$ cat src/hw/adcs_pkg.sv
// package: register map, field positions, reset values and cycle counts of the converter sequencer
package adcs_pkg;

  localparam int ADDR_W = 4;

  // register offsets
  localparam logic [3:0] OFF_CTRL0 = 4'h0;
  localparam logic [3:0] OFF_CTRL1 = 4'h1;
  localparam logic [3:0] OFF_CTRL2 = 4'h2;
  localparam logic [3:0] OFF_STAT = 4'h3;
  localparam logic [3:0] OFF_MASK = 4'h4;
  localparam logic [3:0] OFF_RES0 = 4'h8;

  // field positions
  localparam int CTRL0_CHAN_LSB = 0;
  localparam int CTRL0_MODE_LSB = 3;
  localparam int CTRL0_START_BIT = 6;
  localparam int CTRL1_SWEEP_LSB = 0;
  localparam int CTRL1_CLK_LSB = 3;
  localparam int CTRL1_VREF_BIT = 5;
  localparam int CTRL2_SH_BIT = 0;
  localparam int STAT_DONE_BIT = 0;
  localparam int STAT_BUSY_BIT = 7;

  // reset values and writable bits
  localparam logic [7:0] CTRL0_RST = 8'h00;
  localparam logic [7:0] CTRL1_RST = 8'h00;
  localparam logic [7:0] CTRL2_RST = 8'h00;
  localparam logic [7:0] STAT_RST = 8'h00;
  localparam logic [7:0] MASK_RST = 8'h00;
  localparam logic [7:0] RES_RST = 8'h00;
  localparam logic [7:0] CTRL2_USED = 8'h01;
  localparam logic [7:0] STAT_USED = 8'h01;

  // operating modes
  localparam logic [2:0] MODE_ONESHOT = 3'h0;
  localparam logic [2:0] MODE_REPEAT = 3'h1;
  localparam logic [2:0] MODE_SSWEEP = 3'h2;
  localparam logic [2:0] MODE_RSWEEP0 = 3'h3;
  localparam logic [2:0] MODE_RSWEEP1 = 3'h4;

  // conversion clock select and divider terminal counts
  localparam logic [1:0] CLK_DIV4 = 2'h0;
  localparam logic [1:0] CLK_DIV2 = 2'h1;
  localparam logic [1:0] CLK_DIV1 = 2'h2;
  localparam logic [1:0] DIV4_LIM = 2'h3;
  localparam logic [1:0] DIV2_LIM = 2'h1;
  localparam logic [1:0] DIV1_LIM = 2'h0;

  // conversion clock cycles per channel
  localparam logic [5:0] CONV_CYC_PLAIN = 6'h31;
  localparam logic [5:0] CONV_CYC_SH = 6'h1C;

  typedef enum logic {ADCS_IDLE, ADCS_CONV} adcs_state_e;

endpackage : adcs_pkg

$ cat src/hw/adcs_div_if.sv
// interface: conversion clock select and conversion clock enable pulse
`timescale 1ns/1ns
interface adcs_div_if;
  logic [1:0] sel;
  logic tick;
  modport div (input sel, output tick);
  modport user (output sel, input tick);
endinterface : adcs_div_if

$ cat src/hw/adcs_div.sv
// module: conversion clock enable divider, undivided, by two or by four
`timescale 1ns/1ns
module adcs_div (
  // clock and reset
  input wire logic i_clk,
  input wire logic i_rst,
  // divider select and enable
  adcs_div_if.div div_bus
);
  import adcs_pkg::*;

  logic [1:0] cnt_reg;
  logic [1:0] cnt_next;
  logic tick_reg;
  logic tick_next;
  logic [1:0] lim;

  always_comb begin
    case (div_bus.sel)
      CLK_DIV4: lim = DIV4_LIM;
      CLK_DIV2: lim = DIV2_LIM;
      default: lim = DIV1_LIM;
    endcase
    tick_next = (cnt_reg >= lim);
    cnt_next = tick_next ? 2'h0 : cnt_reg + 2'h1;
  end

  always_ff @(posedge i_clk) begin
    if (i_rst) begin
      cnt_reg <= 2'h0;
      tick_reg <= 1'b0;
    end else begin
      cnt_reg <= cnt_next;
      tick_reg <= tick_next;
    end
  end

  assign div_bus.tick = tick_reg;
endmodule : adcs_div

$ cat src/hw/adcs_top.sv
// module: sequencing and register control of the eight-bit successive approximation converter
// Operation
// - ladder connect bit drives reference switch
// - eight-bit result lands in channel's register
// - conversion clock undivided, halved or quartered
// - five operating modes selectable
// - six analog channels on shared port pins
// - start flag rising edge starts conversion
// - 49 cycles plain, 28 with hold
// - one-shot converts once, interrupts at end
// - repeat converts continuously, no interrupt
// - single sweep of 2/4/6 channels, interrupt
// - repeat sweep 0 loops group, no interrupt
// - repeat sweep 1 interleaves emphasised channels
// - sample-and-hold bit fixed before start
//
// Decided for this implementation: strobed register access and the register offsets.
`timescale 1ns/1ns
module adcs_top #(
  parameter int NUM_CH = 6
) (
  // clock and reset
  input wire logic i_clk,
  input wire logic i_rst,
  // register port
  input wire logic [adcs_pkg::ADDR_W-1:0] i_addr,
  input wire logic [7:0] i_wdata,
  input wire logic i_wr,
  input wire logic i_rd,
  output logic [7:0] o_rdata,
  // converter core
  input wire logic [7:0] i_conv_data,
  output logic o_conv_start,
  output logic [2:0] o_chan,
  output logic o_conv_tick,
  output logic o_sh_en,
  output logic o_ladder_connect,
  output logic o_busy,
  // interrupt
  output logic o_irq
);
  import adcs_pkg::*;

  if (NUM_CH < 6 || NUM_CH > 8) begin : g_bad_ch
    $error("channel count must be 6 to 8");
  end

  localparam logic [2:0] LAST_CH = 3'(NUM_CH - 1);

  function automatic logic [2:0] sweep_last(input logic [1:0] sel);
    case (sel)
      2'h0: sweep_last = 3'h1;
      2'h1: sweep_last = 3'h3;
      default: sweep_last = 3'h5;
    endcase
  endfunction : sweep_last

  adcs_div_if div_bus ();

  logic [7:0] ctrl0_reg, ctrl0_next;
  logic [7:0] ctrl1_reg, ctrl1_next;
  logic [7:0] ctrl2_reg, ctrl2_next;
  logic [7:0] stat_reg, stat_next;
  logic [7:0] mask_reg, mask_next;
  logic [7:0] rdata_reg, rdata_next;
  logic [7:0] res_reg [NUM_CH];
  logic [7:0] res_next [NUM_CH];
  adcs_state_e state_reg, state_next;
  logic [2:0] mode_reg, mode_next;
  logic [2:0] chan_reg, chan_next;
  logic [5:0] cnt_reg, cnt_next;
  logic [1:0] sel_reg, sel_next;
  logic sh_reg, sh_next;
  logic phase_reg, phase_next;
  logic emph_reg, emph_next;
  logic two_emph_reg, two_emph_next;
  logic [2:0] other_reg, other_next;
  logic start_pls_reg, start_pls_next;
  logic busy_reg, busy_next;
  logic irq_reg, irq_next;
  logic [7:0] stat_set;
  logic [7:0] stat_clr;
  logic [5:0] lim_m1;
  logic [2:0] first_ch;
  logic [2:0] emph_cnt;
  logic finish;
  logic go;
  logic stop;
  logic done;

  assign div_bus.sel = ctrl1_reg[CTRL1_CLK_LSB +: 2];

  adcs_div u_div (
    .i_clk(i_clk),
    .i_rst(i_rst),
    .div_bus(div_bus)
  );

  assign go = i_wr && i_addr == OFF_CTRL0 && i_wdata[CTRL0_START_BIT] && !ctrl0_reg[CTRL0_START_BIT];
  assign stop = i_wr && i_addr == OFF_CTRL0 && !i_wdata[CTRL0_START_BIT];
  assign lim_m1 = (sh_reg ? CONV_CYC_SH : CONV_CYC_PLAIN) - 6'h01;
  assign done = state_reg == ADCS_CONV && !stop && div_bus.tick && cnt_reg == lim_m1;
  assign emph_cnt = two_emph_reg ? 3'h2 : 3'h1;

  // per-channel result registers
  for (genvar g = 0; g < NUM_CH; g++) begin : g_res
    assign res_next[g] = (done && chan_reg == 3'(g)) ? i_conv_data : res_reg[g];
  end

  always_comb begin
    ctrl0_next = ctrl0_reg;
    ctrl1_next = ctrl1_reg;
    ctrl2_next = ctrl2_reg;
    mask_next = mask_reg;
    stat_set = 8'h00;
    stat_clr = 8'h00;
    state_next = state_reg;
    mode_next = mode_reg;
    chan_next = chan_reg;
    cnt_next = cnt_reg;
    sel_next = sel_reg;
    sh_next = sh_reg;
    phase_next = phase_reg;
    emph_next = emph_reg;
    two_emph_next = two_emph_reg;
    other_next = other_reg;
    start_pls_next = 1'b0;
    finish = 1'b0;
    first_ch = i_wdata[CTRL0_CHAN_LSB +: 3];
    if (first_ch > LAST_CH) begin
      first_ch = LAST_CH;
    end
    if (i_wr) begin
      case (i_addr)
        OFF_CTRL0: ctrl0_next = i_wdata;
        OFF_CTRL1: ctrl1_next = i_wdata;
        OFF_CTRL2: ctrl2_next = i_wdata & CTRL2_USED;
        OFF_STAT: stat_clr = i_wdata & STAT_USED;
        OFF_MASK: mask_next = i_wdata & STAT_USED;
        default: ;
      endcase
    end
    case (state_reg)
      ADCS_IDLE: begin
        if (go) begin
          state_next = ADCS_CONV;
          mode_next = i_wdata[CTRL0_MODE_LSB +: 3];
          sel_next = ctrl1_reg[CTRL1_SWEEP_LSB +: 2];
          two_emph_next = ctrl1_reg[CTRL1_SWEEP_LSB];
          sh_next = ctrl2_reg[CTRL2_SH_BIT];
          cnt_next = 6'h00;
          start_pls_next = 1'b1;
          phase_next = 1'b0;
          emph_next = 1'b0;
          other_next = ctrl1_reg[CTRL1_SWEEP_LSB] ? 3'h2 : 3'h1;
          if (i_wdata[CTRL0_MODE_LSB +: 3] == MODE_ONESHOT || i_wdata[CTRL0_MODE_LSB +: 3] == MODE_REPEAT) begin
            chan_next = first_ch;
          end else begin
            chan_next = 3'h0;
          end
        end
      end
      ADCS_CONV: begin
        if (stop) begin
          state_next = ADCS_IDLE;
        end else if (div_bus.tick) begin
          if (cnt_reg != lim_m1) begin
            cnt_next = cnt_reg + 6'h01;
          end else begin
            cnt_next = 6'h00;
            start_pls_next = 1'b1;
            case (mode_reg)
              MODE_ONESHOT: finish = 1'b1;
              MODE_REPEAT: chan_next = chan_reg;
              MODE_SSWEEP: begin
                if (chan_reg == sweep_last(sel_reg)) begin
                  finish = 1'b1;
                end else begin
                  chan_next = chan_reg + 3'h1;
                end
              end
              MODE_RSWEEP0: begin
                chan_next = (chan_reg == sweep_last(sel_reg)) ? 3'h0 : chan_reg + 3'h1;
              end
              MODE_RSWEEP1: begin
                if (!phase_reg) begin
                  chan_next = other_reg;
                  phase_next = 1'b1;
                end else begin
                  emph_next = two_emph_reg ? !emph_reg : 1'b0;
                  chan_next = {2'b00, emph_next};
                  other_next = (other_reg == LAST_CH) ? emph_cnt : other_reg + 3'h1;
                  phase_next = 1'b0;
                end
              end
              default: finish = 1'b1;
            endcase
            if (finish) begin
              state_next = ADCS_IDLE;
              start_pls_next = 1'b0;
              ctrl0_next[CTRL0_START_BIT] = 1'b0;
              stat_set[STAT_DONE_BIT] = 1'b1;
            end
          end
        end
      end
      default: state_next = ADCS_IDLE;
    endcase
    stat_next = (stat_reg & ~stat_clr) | stat_set;
    busy_next = state_next == ADCS_CONV;
    irq_next = |(stat_next & mask_next);
    rdata_next = 8'h00;
    if (i_rd) begin
      case (i_addr)
        OFF_CTRL0: rdata_next = ctrl0_reg;
        OFF_CTRL1: rdata_next = ctrl1_reg;
        OFF_CTRL2: rdata_next = ctrl2_reg;
        OFF_STAT: rdata_next = stat_reg | {busy_reg, 7'h00};
        OFF_MASK: rdata_next = mask_reg;
        default: begin
          for (int i = 0; i < NUM_CH; i++) begin
            if (i_addr == OFF_RES0 + 4'(i)) begin
              rdata_next = res_reg[i];
            end
          end
        end
      endcase
    end
  end

  always_ff @(posedge i_clk) begin
    if (i_rst) begin
      ctrl0_reg <= CTRL0_RST;
      ctrl1_reg <= CTRL1_RST;
      ctrl2_reg <= CTRL2_RST;
      stat_reg <= STAT_RST;
      mask_reg <= MASK_RST;
      rdata_reg <= 8'h00;
      for (int i = 0; i < NUM_CH; i++) begin
        res_reg[i] <= RES_RST;
      end
      state_reg <= ADCS_IDLE;
      mode_reg <= MODE_ONESHOT;
      chan_reg <= 3'h0;
      cnt_reg <= 6'h00;
      sel_reg <= 2'h0;
      sh_reg <= 1'b0;
      phase_reg <= 1'b0;
      emph_reg <= 1'b0;
      two_emph_reg <= 1'b0;
      other_reg <= 3'h1;
      start_pls_reg <= 1'b0;
      busy_reg <= 1'b0;
      irq_reg <= 1'b0;
    end else begin
      ctrl0_reg <= ctrl0_next;
      ctrl1_reg <= ctrl1_next;
      ctrl2_reg <= ctrl2_next;
      stat_reg <= stat_next;
      mask_reg <= mask_next;
      rdata_reg <= rdata_next;
      for (int i = 0; i < NUM_CH; i++) begin
        res_reg[i] <= res_next[i];
      end
      state_reg <= state_next;
      mode_reg <= mode_next;
      chan_reg <= chan_next;
      cnt_reg <= cnt_next;
      sel_reg <= sel_next;
      sh_reg <= sh_next;
      phase_reg <= phase_next;
      emph_reg <= emph_next;
      two_emph_reg <= two_emph_next;
      other_reg <= other_next;
      start_pls_reg <= start_pls_next;
      busy_reg <= busy_next;
      irq_reg <= irq_next;
    end
  end

  assign o_rdata = rdata_reg;
  assign o_conv_start = start_pls_reg;
  assign o_chan = chan_reg;
  assign o_conv_tick = div_bus.tick;
  assign o_sh_en = sh_reg;
  assign o_ladder_connect = ctrl1_reg[CTRL1_VREF_BIT];
  assign o_busy = busy_reg;
  assign o_irq = irq_reg;
endmodule : adcs_top

$ cat config.mk
export PLATFORM = sky130hd
export DESIGN_NAME = adcs_top
export DESIGN_NICKNAME = d
export VERILOG_FILES = /design/src/hw/adcs_pkg.sv /design/src/hw/adcs_div_if.sv /design/src/hw/adcs_div.sv /design/src/hw/adcs_top.sv
export SDC_FILE = /design/constraint.sdc
export NUM_CORES = 1
export LEC_CHECK = 0
export BUFFER_PORTS_ARGS = -buffer_cell sky130_fd_sc_hd__buf_2
export CORE_MARGIN = 5
export CORE_UTILIZATION = 55
export CTS_CLUSTER_DIAMETER = 30
export DETAILED_ROUTE_END_ITERATION = 16
export PLACE_DENSITY_LB_ADDON = 0.2
export REMOVE_ABC_BUFFERS = 1
export SYNTH_ARGS = -nofsm -noshare
export SYNTH_HDL_FRONTEND = slang
export SYNTH_SLANG_ARGS = --single-unit
$ cat constraint.sdc
create_clock -name i_clk -period 3.4 [get_ports i_clk]
set_clock_uncertainty 0.2 [all_clocks]
set_input_delay 0.51 -clock i_clk [delete_from_list [all_inputs] [get_ports i_clk]]
set_output_delay 0.51 -clock i_clk [all_outputs]
set_load 0.05 [all_outputs]
## After elaboration in Yosys (flattened, before gate mapping)

Memories as Yosys holds them, arrays and structs flattened.
Cells that the tools add are included.

- Register bits after elaboration: 68
- Output and inout port bits: 17
- Bits in latches: 0
- Memories: 1
- Input bits: 24
- Word-level logic and storage cells: 219
- ROM bits: 0
- Bits in writable memories: 48

Memory list:

| memory | depth | bits a word | rd ports | clocked after Yosys merged registers in | wr ports | RTL line | source |
|---|---|---|---|---|---|---|---|
| res_reg | 6 | 8 | 6 | 0 | 6 | adcs_top.sv:66 | `logic [7:0] res_reg [NUM_CH];` |

- $lt $le $gt $ge: 2
- Eq/ne operators: 35
- Bitwise logic cells: 13
- Shift-type cells: 0
- Reduce and logical (&&, ||, !) cells: 35
- Multipliers: 0
- Add/sub/neg operators: 5
- Divide/modulo/power cells: 0
- Muxes and demuxes: 107

Operators by type and width:

| cell | count |
|---|---|
| $mux W8 | 20 |
| $mux W3 | 26 |
| $mux W1 | 40 |
| $pmux W8 S5 | 1 |
| $mux W6 | 5 |
| $eq A4 B4 Y1 const B | 6 |
| $pmux W3 S2 | 3 |
| $and A8 B8 Y8 | 2 |
| $mux W7 | 2 |
| $logic_and A1 B1 Y1 | 13 |
| $eq A3 B2 Y1 const B | 4 |
| $eq A3 B3 Y1 const B | 4 |
| $pmux W6 S2 | 1 |
| $reduce_and A6 Y1 | 2 |
| $pmux W1 S2 | 5 |
| $eq A3 B1 Y1 const B | 3 |
| $pmux W3 S3 | 1 |
| $eq A4 B2 Y1 const B | 2 |
| $ne A2 B2 Y1 const B | 4 |
| $not A8 Y8 | 1 |
| $or A8 B1 Y8 | 1 |
| $or A8 B8 Y8 | 1 |
| $reduce_and A2 Y1 | 4 |
| $reduce_or A8 Y1 | 1 |
| other kinds (28) | 45 |

## Logic depth before layout (Yosys ltp)

- Word-level depth: 22
- Gate-level depth with buffers: 8
- Gate-level depth less buffers: 6

## Cells and area by module

A second synthesis with hierarchy kept.

- Cell total of the unflattened synthesis: 526
- Area, all modules: 4,914.7 um2

By module, submodules not included:

| module | area an instance (um2) | sequential area each (um2) | cells an instance | instances |
|---|---|---|---|---|
| adcs_top | 4,767.1 | 1,961.9 | 512 | 1 |
| adcs_div | 147.6 | 60.1 | 14 | 1 |

## Worst setup path before layout

No wires, ideal clock.

- Kind: in2reg
- Start: input port i_addr[1] (netlist bit)
- End: register emph_reg
- Data arrival time: 1.960 ns
- Buffers on the path: 2
- Library setup time: 0.128 ns
- Data required time: 3.072 ns
- Setup slack: 1.112 ns
- Stages on the path: 8
- Cells stage by stage: buf_6 or3_1 or3_4 and2_4 buf_6 o21ai_4 mux2i_1 nor2_1

- Longest elaborated chain between the ends: 6
- Elaborated cells on any way between the ends: 8
- Those cells by class: eq/ne (2); reduce/logical (6)

RTL lines:

| what | RTL line | source |
|---|---|---|
| start: declaration | adcs_top.sv:26 | `input wire logic [adcs_pkg::ADDR_W-1:0] i_addr,` |
| $logic_not A4 Y1 (*) | adcs_top.sv:99, adcs_top.sv:100 |  |
| $logic_and A1 B1 Y1 (*) | adcs_top.sv:99, adcs_top.sv:100 |  |
| $logic_and A1 B1 Y1 (2 in series) | adcs_top.sv:99 | `assign go = i_wr && i_addr == OFF_CTRL0 && i_wdata[CTRL0_START_BIT] && !ctrl0_reg[CTRL0_START_BIT];` |
| $ne A2 B2 Y1 (no line) | -- |  |
| $reduce_and A6 Y1 (no line) (*) | -- |  |
| end signal: assignment | adcs_top.sv:272 | `emph_reg <= emph_next;` |
| end: declaration | adcs_top.sv:75 | `logic emph_reg, emph_next;` |

Mark *: on every way between the ends. The rest lies on a longest branch, timed or not.
A chain may end at the register's enable or synchronous reset.

==> impl_metrics.yaml <==
place:
  place_hpwl_um: 8700
  place_ws_ns: 0.637
  numPortBuffers: 40
  gp_congestion: 0.843
die:
  dieHeight_um: 104
  die_area_sq_um: 10800
  initial_utilization_pct: 56.0
  die_w_um: 104
  rows: 34
  core_sq_um: 8680
  io_pins: 41
grt:
  grt_overflow: 0
  grt_util_met3_pct: 5.34
  gr-max-usage-layer: "met2"
  grt_pass1_vias: 3984
  grt_max_degree: 60
  track_usage_pct: 23.0
  antenna_found_initial: 0
  grt_pass1_wl_um: 20300
  grt_util_met2_pct: 36.7
  use_met1_pct: 30.7
setup_path:
  regToRegStartpoint: "o_sh_en$_SDFFE_PP0P_"
  worstSetupEndpointType: "flop"
  cp-startpoint: "o_sh_en$_SDFFE_PP0P_"
  crit_fanout: 11
  ff2ff_path_depth: 6
  cp_data_arrival_time_ns: 2.71
  path_class: "reg -> reg"
  r2r_slack_ns: 0.74
  reg2reg_to: "res_reg[0][5]$_SDFFE_PP0P_"
  critPathRequiredTime_ns: 3.45
  endpoint: "res_reg[0][5]$_SDFFE_PP0P_"
  cp-start-kind: "flop"
timing:
  fmax_ghz: 0.376
  min_period_ns: 2.66
  timing.final.hold_violations: 0
  worst_pin_slew_ns: 0.829
  finalSetupViolCount: 0
  finalWorstSetupSlack_ns: 0.737
  slew_violations: 0
  rsz0062_at_grt: "no"
  tns_ns: 0
  timing.hold.ws_ns: 0.205
  post-route-period-util_pct: 78.3
  relSlewSlack_pct: 44.5
synth:
  synth-edff-count: 0
  synthFlopType: "dfxtp_1"
  yosysSeqAreaShare_pct: 41.6
  synth_warnings: 0
  netlist_area_sq_um: 4860
  synth_cells: 545
  syn_avg_cell_area_sq_um: 8.92
  yosys.area.top_type: "dfxtp_1"
  synth_top_area_share_pct: 41.6
  synthTopCellsByArea: "dfxtp_1 42%, mux2i_1 10%, nand2_1 6.3%"
  ys_types: 66
  synth_seq_cells: 101
  async_reset_ff_share_pct: 0
clocking:
  insertion_delay_ns: 0.37
  cts.sinks: 101
  cts_buffer_depth: 2
  ctsHoldBuffers: 0
  cts_buffers: 9
  cts_tree: "done"
  cts_root_buffer: "clkbuf_8"
  cts_resized: 0
  cts_setup_buffers: 0
  h-tree-depth: 3
  cts.clk_slew.worst_paths_ns: 0.10
detailed_routing:
  dr.pass1.iters: 5
  drt-initial-drc-count: 271
  wl_um: 12400
  vias_per_cell: 6.05
  vias: 4129
  drcViolationCount: 0
  ant_nets: 0
  routedWlPerCell_um: 18.2
hold_path:
  min_path_type: "in -> reg"
  hp-start: "i_wdata[7]"
cells_and_area:
  multi_input_area_sq_um: 2640
  fillCellCount: 773
  nNetsFinal: 603
  n_antenna_cell: 0
  seqCellArea_sq_um: 2020
  synthToLayoutAreaGrowth_pct: 8.91
  final_layout_size_suffix_gt1_share_pct: 15.3
  largest_register_ff_count: 48
run:
  cap_violations: 0
power:
  ir_worst_vdd_mv: 0.245
  power-per-cell-area_nw_per_um2: 425
  cellLeakagePower_uw: 0.00204
run_status:
  status: "completed"
-- cells in the final DEF (no fill, tap or decap), types with 3 or more instances in the layout --
| cell | synthesis | routed |
|---|---|---|
| a311oi_1 | 8 | 8 |
| buf_2 | 7 | 40 |
| dfxtp_1 | 101 | 101 |
| and2_1 | 3 | 3 |
| xor2_1 | 4 | 4 |
| ha_1 | 10 | 10 |
| mux2i_1 | 50 | 50 |
| a21oi_1 | 45 | 45 |
| o22a_1 | 7 | 7 |
| nand2_1 | 81 | 81 |
| xnor2_1 | 3 | 3 |
| nor2_1 | 63 | 63 |
| mux4_2 | 6 | 6 |
| buf_4 | 2 | 5 |
| o21ai_0 | 24 | 24 |
| or2_2 | 3 | 3 |
| nand4_1 | 3 | 3 |
| nand3_1 | 19 | 19 |
| inv_1 | 8 | 8 |
| nor2b_1 | 14 | 14 |
| nor3_1 | 6 | 6 |
| clkbuf_8 | 0 | 9 |
| nand2b_1 | 4 | 4 |
-- critical path, cell delays in order (launching register included) --
cell       delay, ns
dfxtp_1         0.34
nand4bb_1       0.25
nor4_4          0.34
o21ai_0         0.27
nor2_2          0.53
nand3_2         0.40
mux2i_1         0.21
-- worst min path at each step --
stage	to	slack [ns]	cells after the start
floorplan	u_div.cnt_reg[0]$_SDFF_PP0_	0.23	1
global placement	u_div.cnt_reg[0]$_SDFF_PP0_	0.23	1
detailed placement	res_reg[3][5]$_SDFFE_PP0P_	0.25	2
CTS	ctrl0_reg[7]$_SDFFE_PP0N_	0.20	3
global route	ctrl0_reg[7]$_SDFFE_PP0N_	0.19	3
finish	ctrl0_reg[7]$_SDFFE_PP0N_	0.20	3
-- layout make-up --
type                       count  share of cell area (%)
multi-input combinational    402                    49.9
sequential                   101                    38.2
timing repair buffer          45                    4.49
tap                          108                    2.55
clock buffer                   9                    2.34
clock inverter                 7                    1.84
inverter                      10                   0.709
-- metal layers --
metal / wire length, um / vias up
li1: - / 1949
met1: 5530 / 2017
met2: 5870 / 139
met3: 792 / 24
met4: 251 / 0
met5: 0 / -
-- metrics by stage --
stage	power, uW	area, sq um	cells	util (%)
after detailed placement	1420	5070	666	58.4
after global placement	1410	5070	666	58.4
after global routing	2330	5290	682	61.0
after CTS	2260	5290	682	61.0
final	2250	5290	682	61.0
after floorplan	1330	4690	513	-
-- kinds of logic after synthesis --
kind of cell / count (synthesis) / share of synthesized area [%]
AND/OR/NAND/NOR: 222 / 22.3
multiplexers: 59 / 14.4
XOR/XNOR: 7 / 1.26
flip-flops: 101 / 41.6
buffers and inverters: 42 / 4.20
AO/OA/AOI/OAI: 104 / 13.7
adder cells (fa/ha/maj): 10 / 2.57
-- power by group --
group	total [uW]	switching (uW)	internal (uW)	leakage, uW
Sequential	1210	13.2	1200	0.000815
Clock	851	433	419	0.000106
Combinational	187	128	59.2	0.00112
-- Yosys cell counts (7+ instances only) --
master and n:
a311oi_1 8, inv_1 8, ha_1 10, dfxtp_1 101, nor2_1 63, clkbuf_1 16
a21oi_1 45, o22a_1 7, buf_2 7, nor2b_1 14, mux2i_1 50, nand3_1 19
nand2_1 81, o21ai_0 24
No activity file was read; power rests on OpenSTA's default activity.
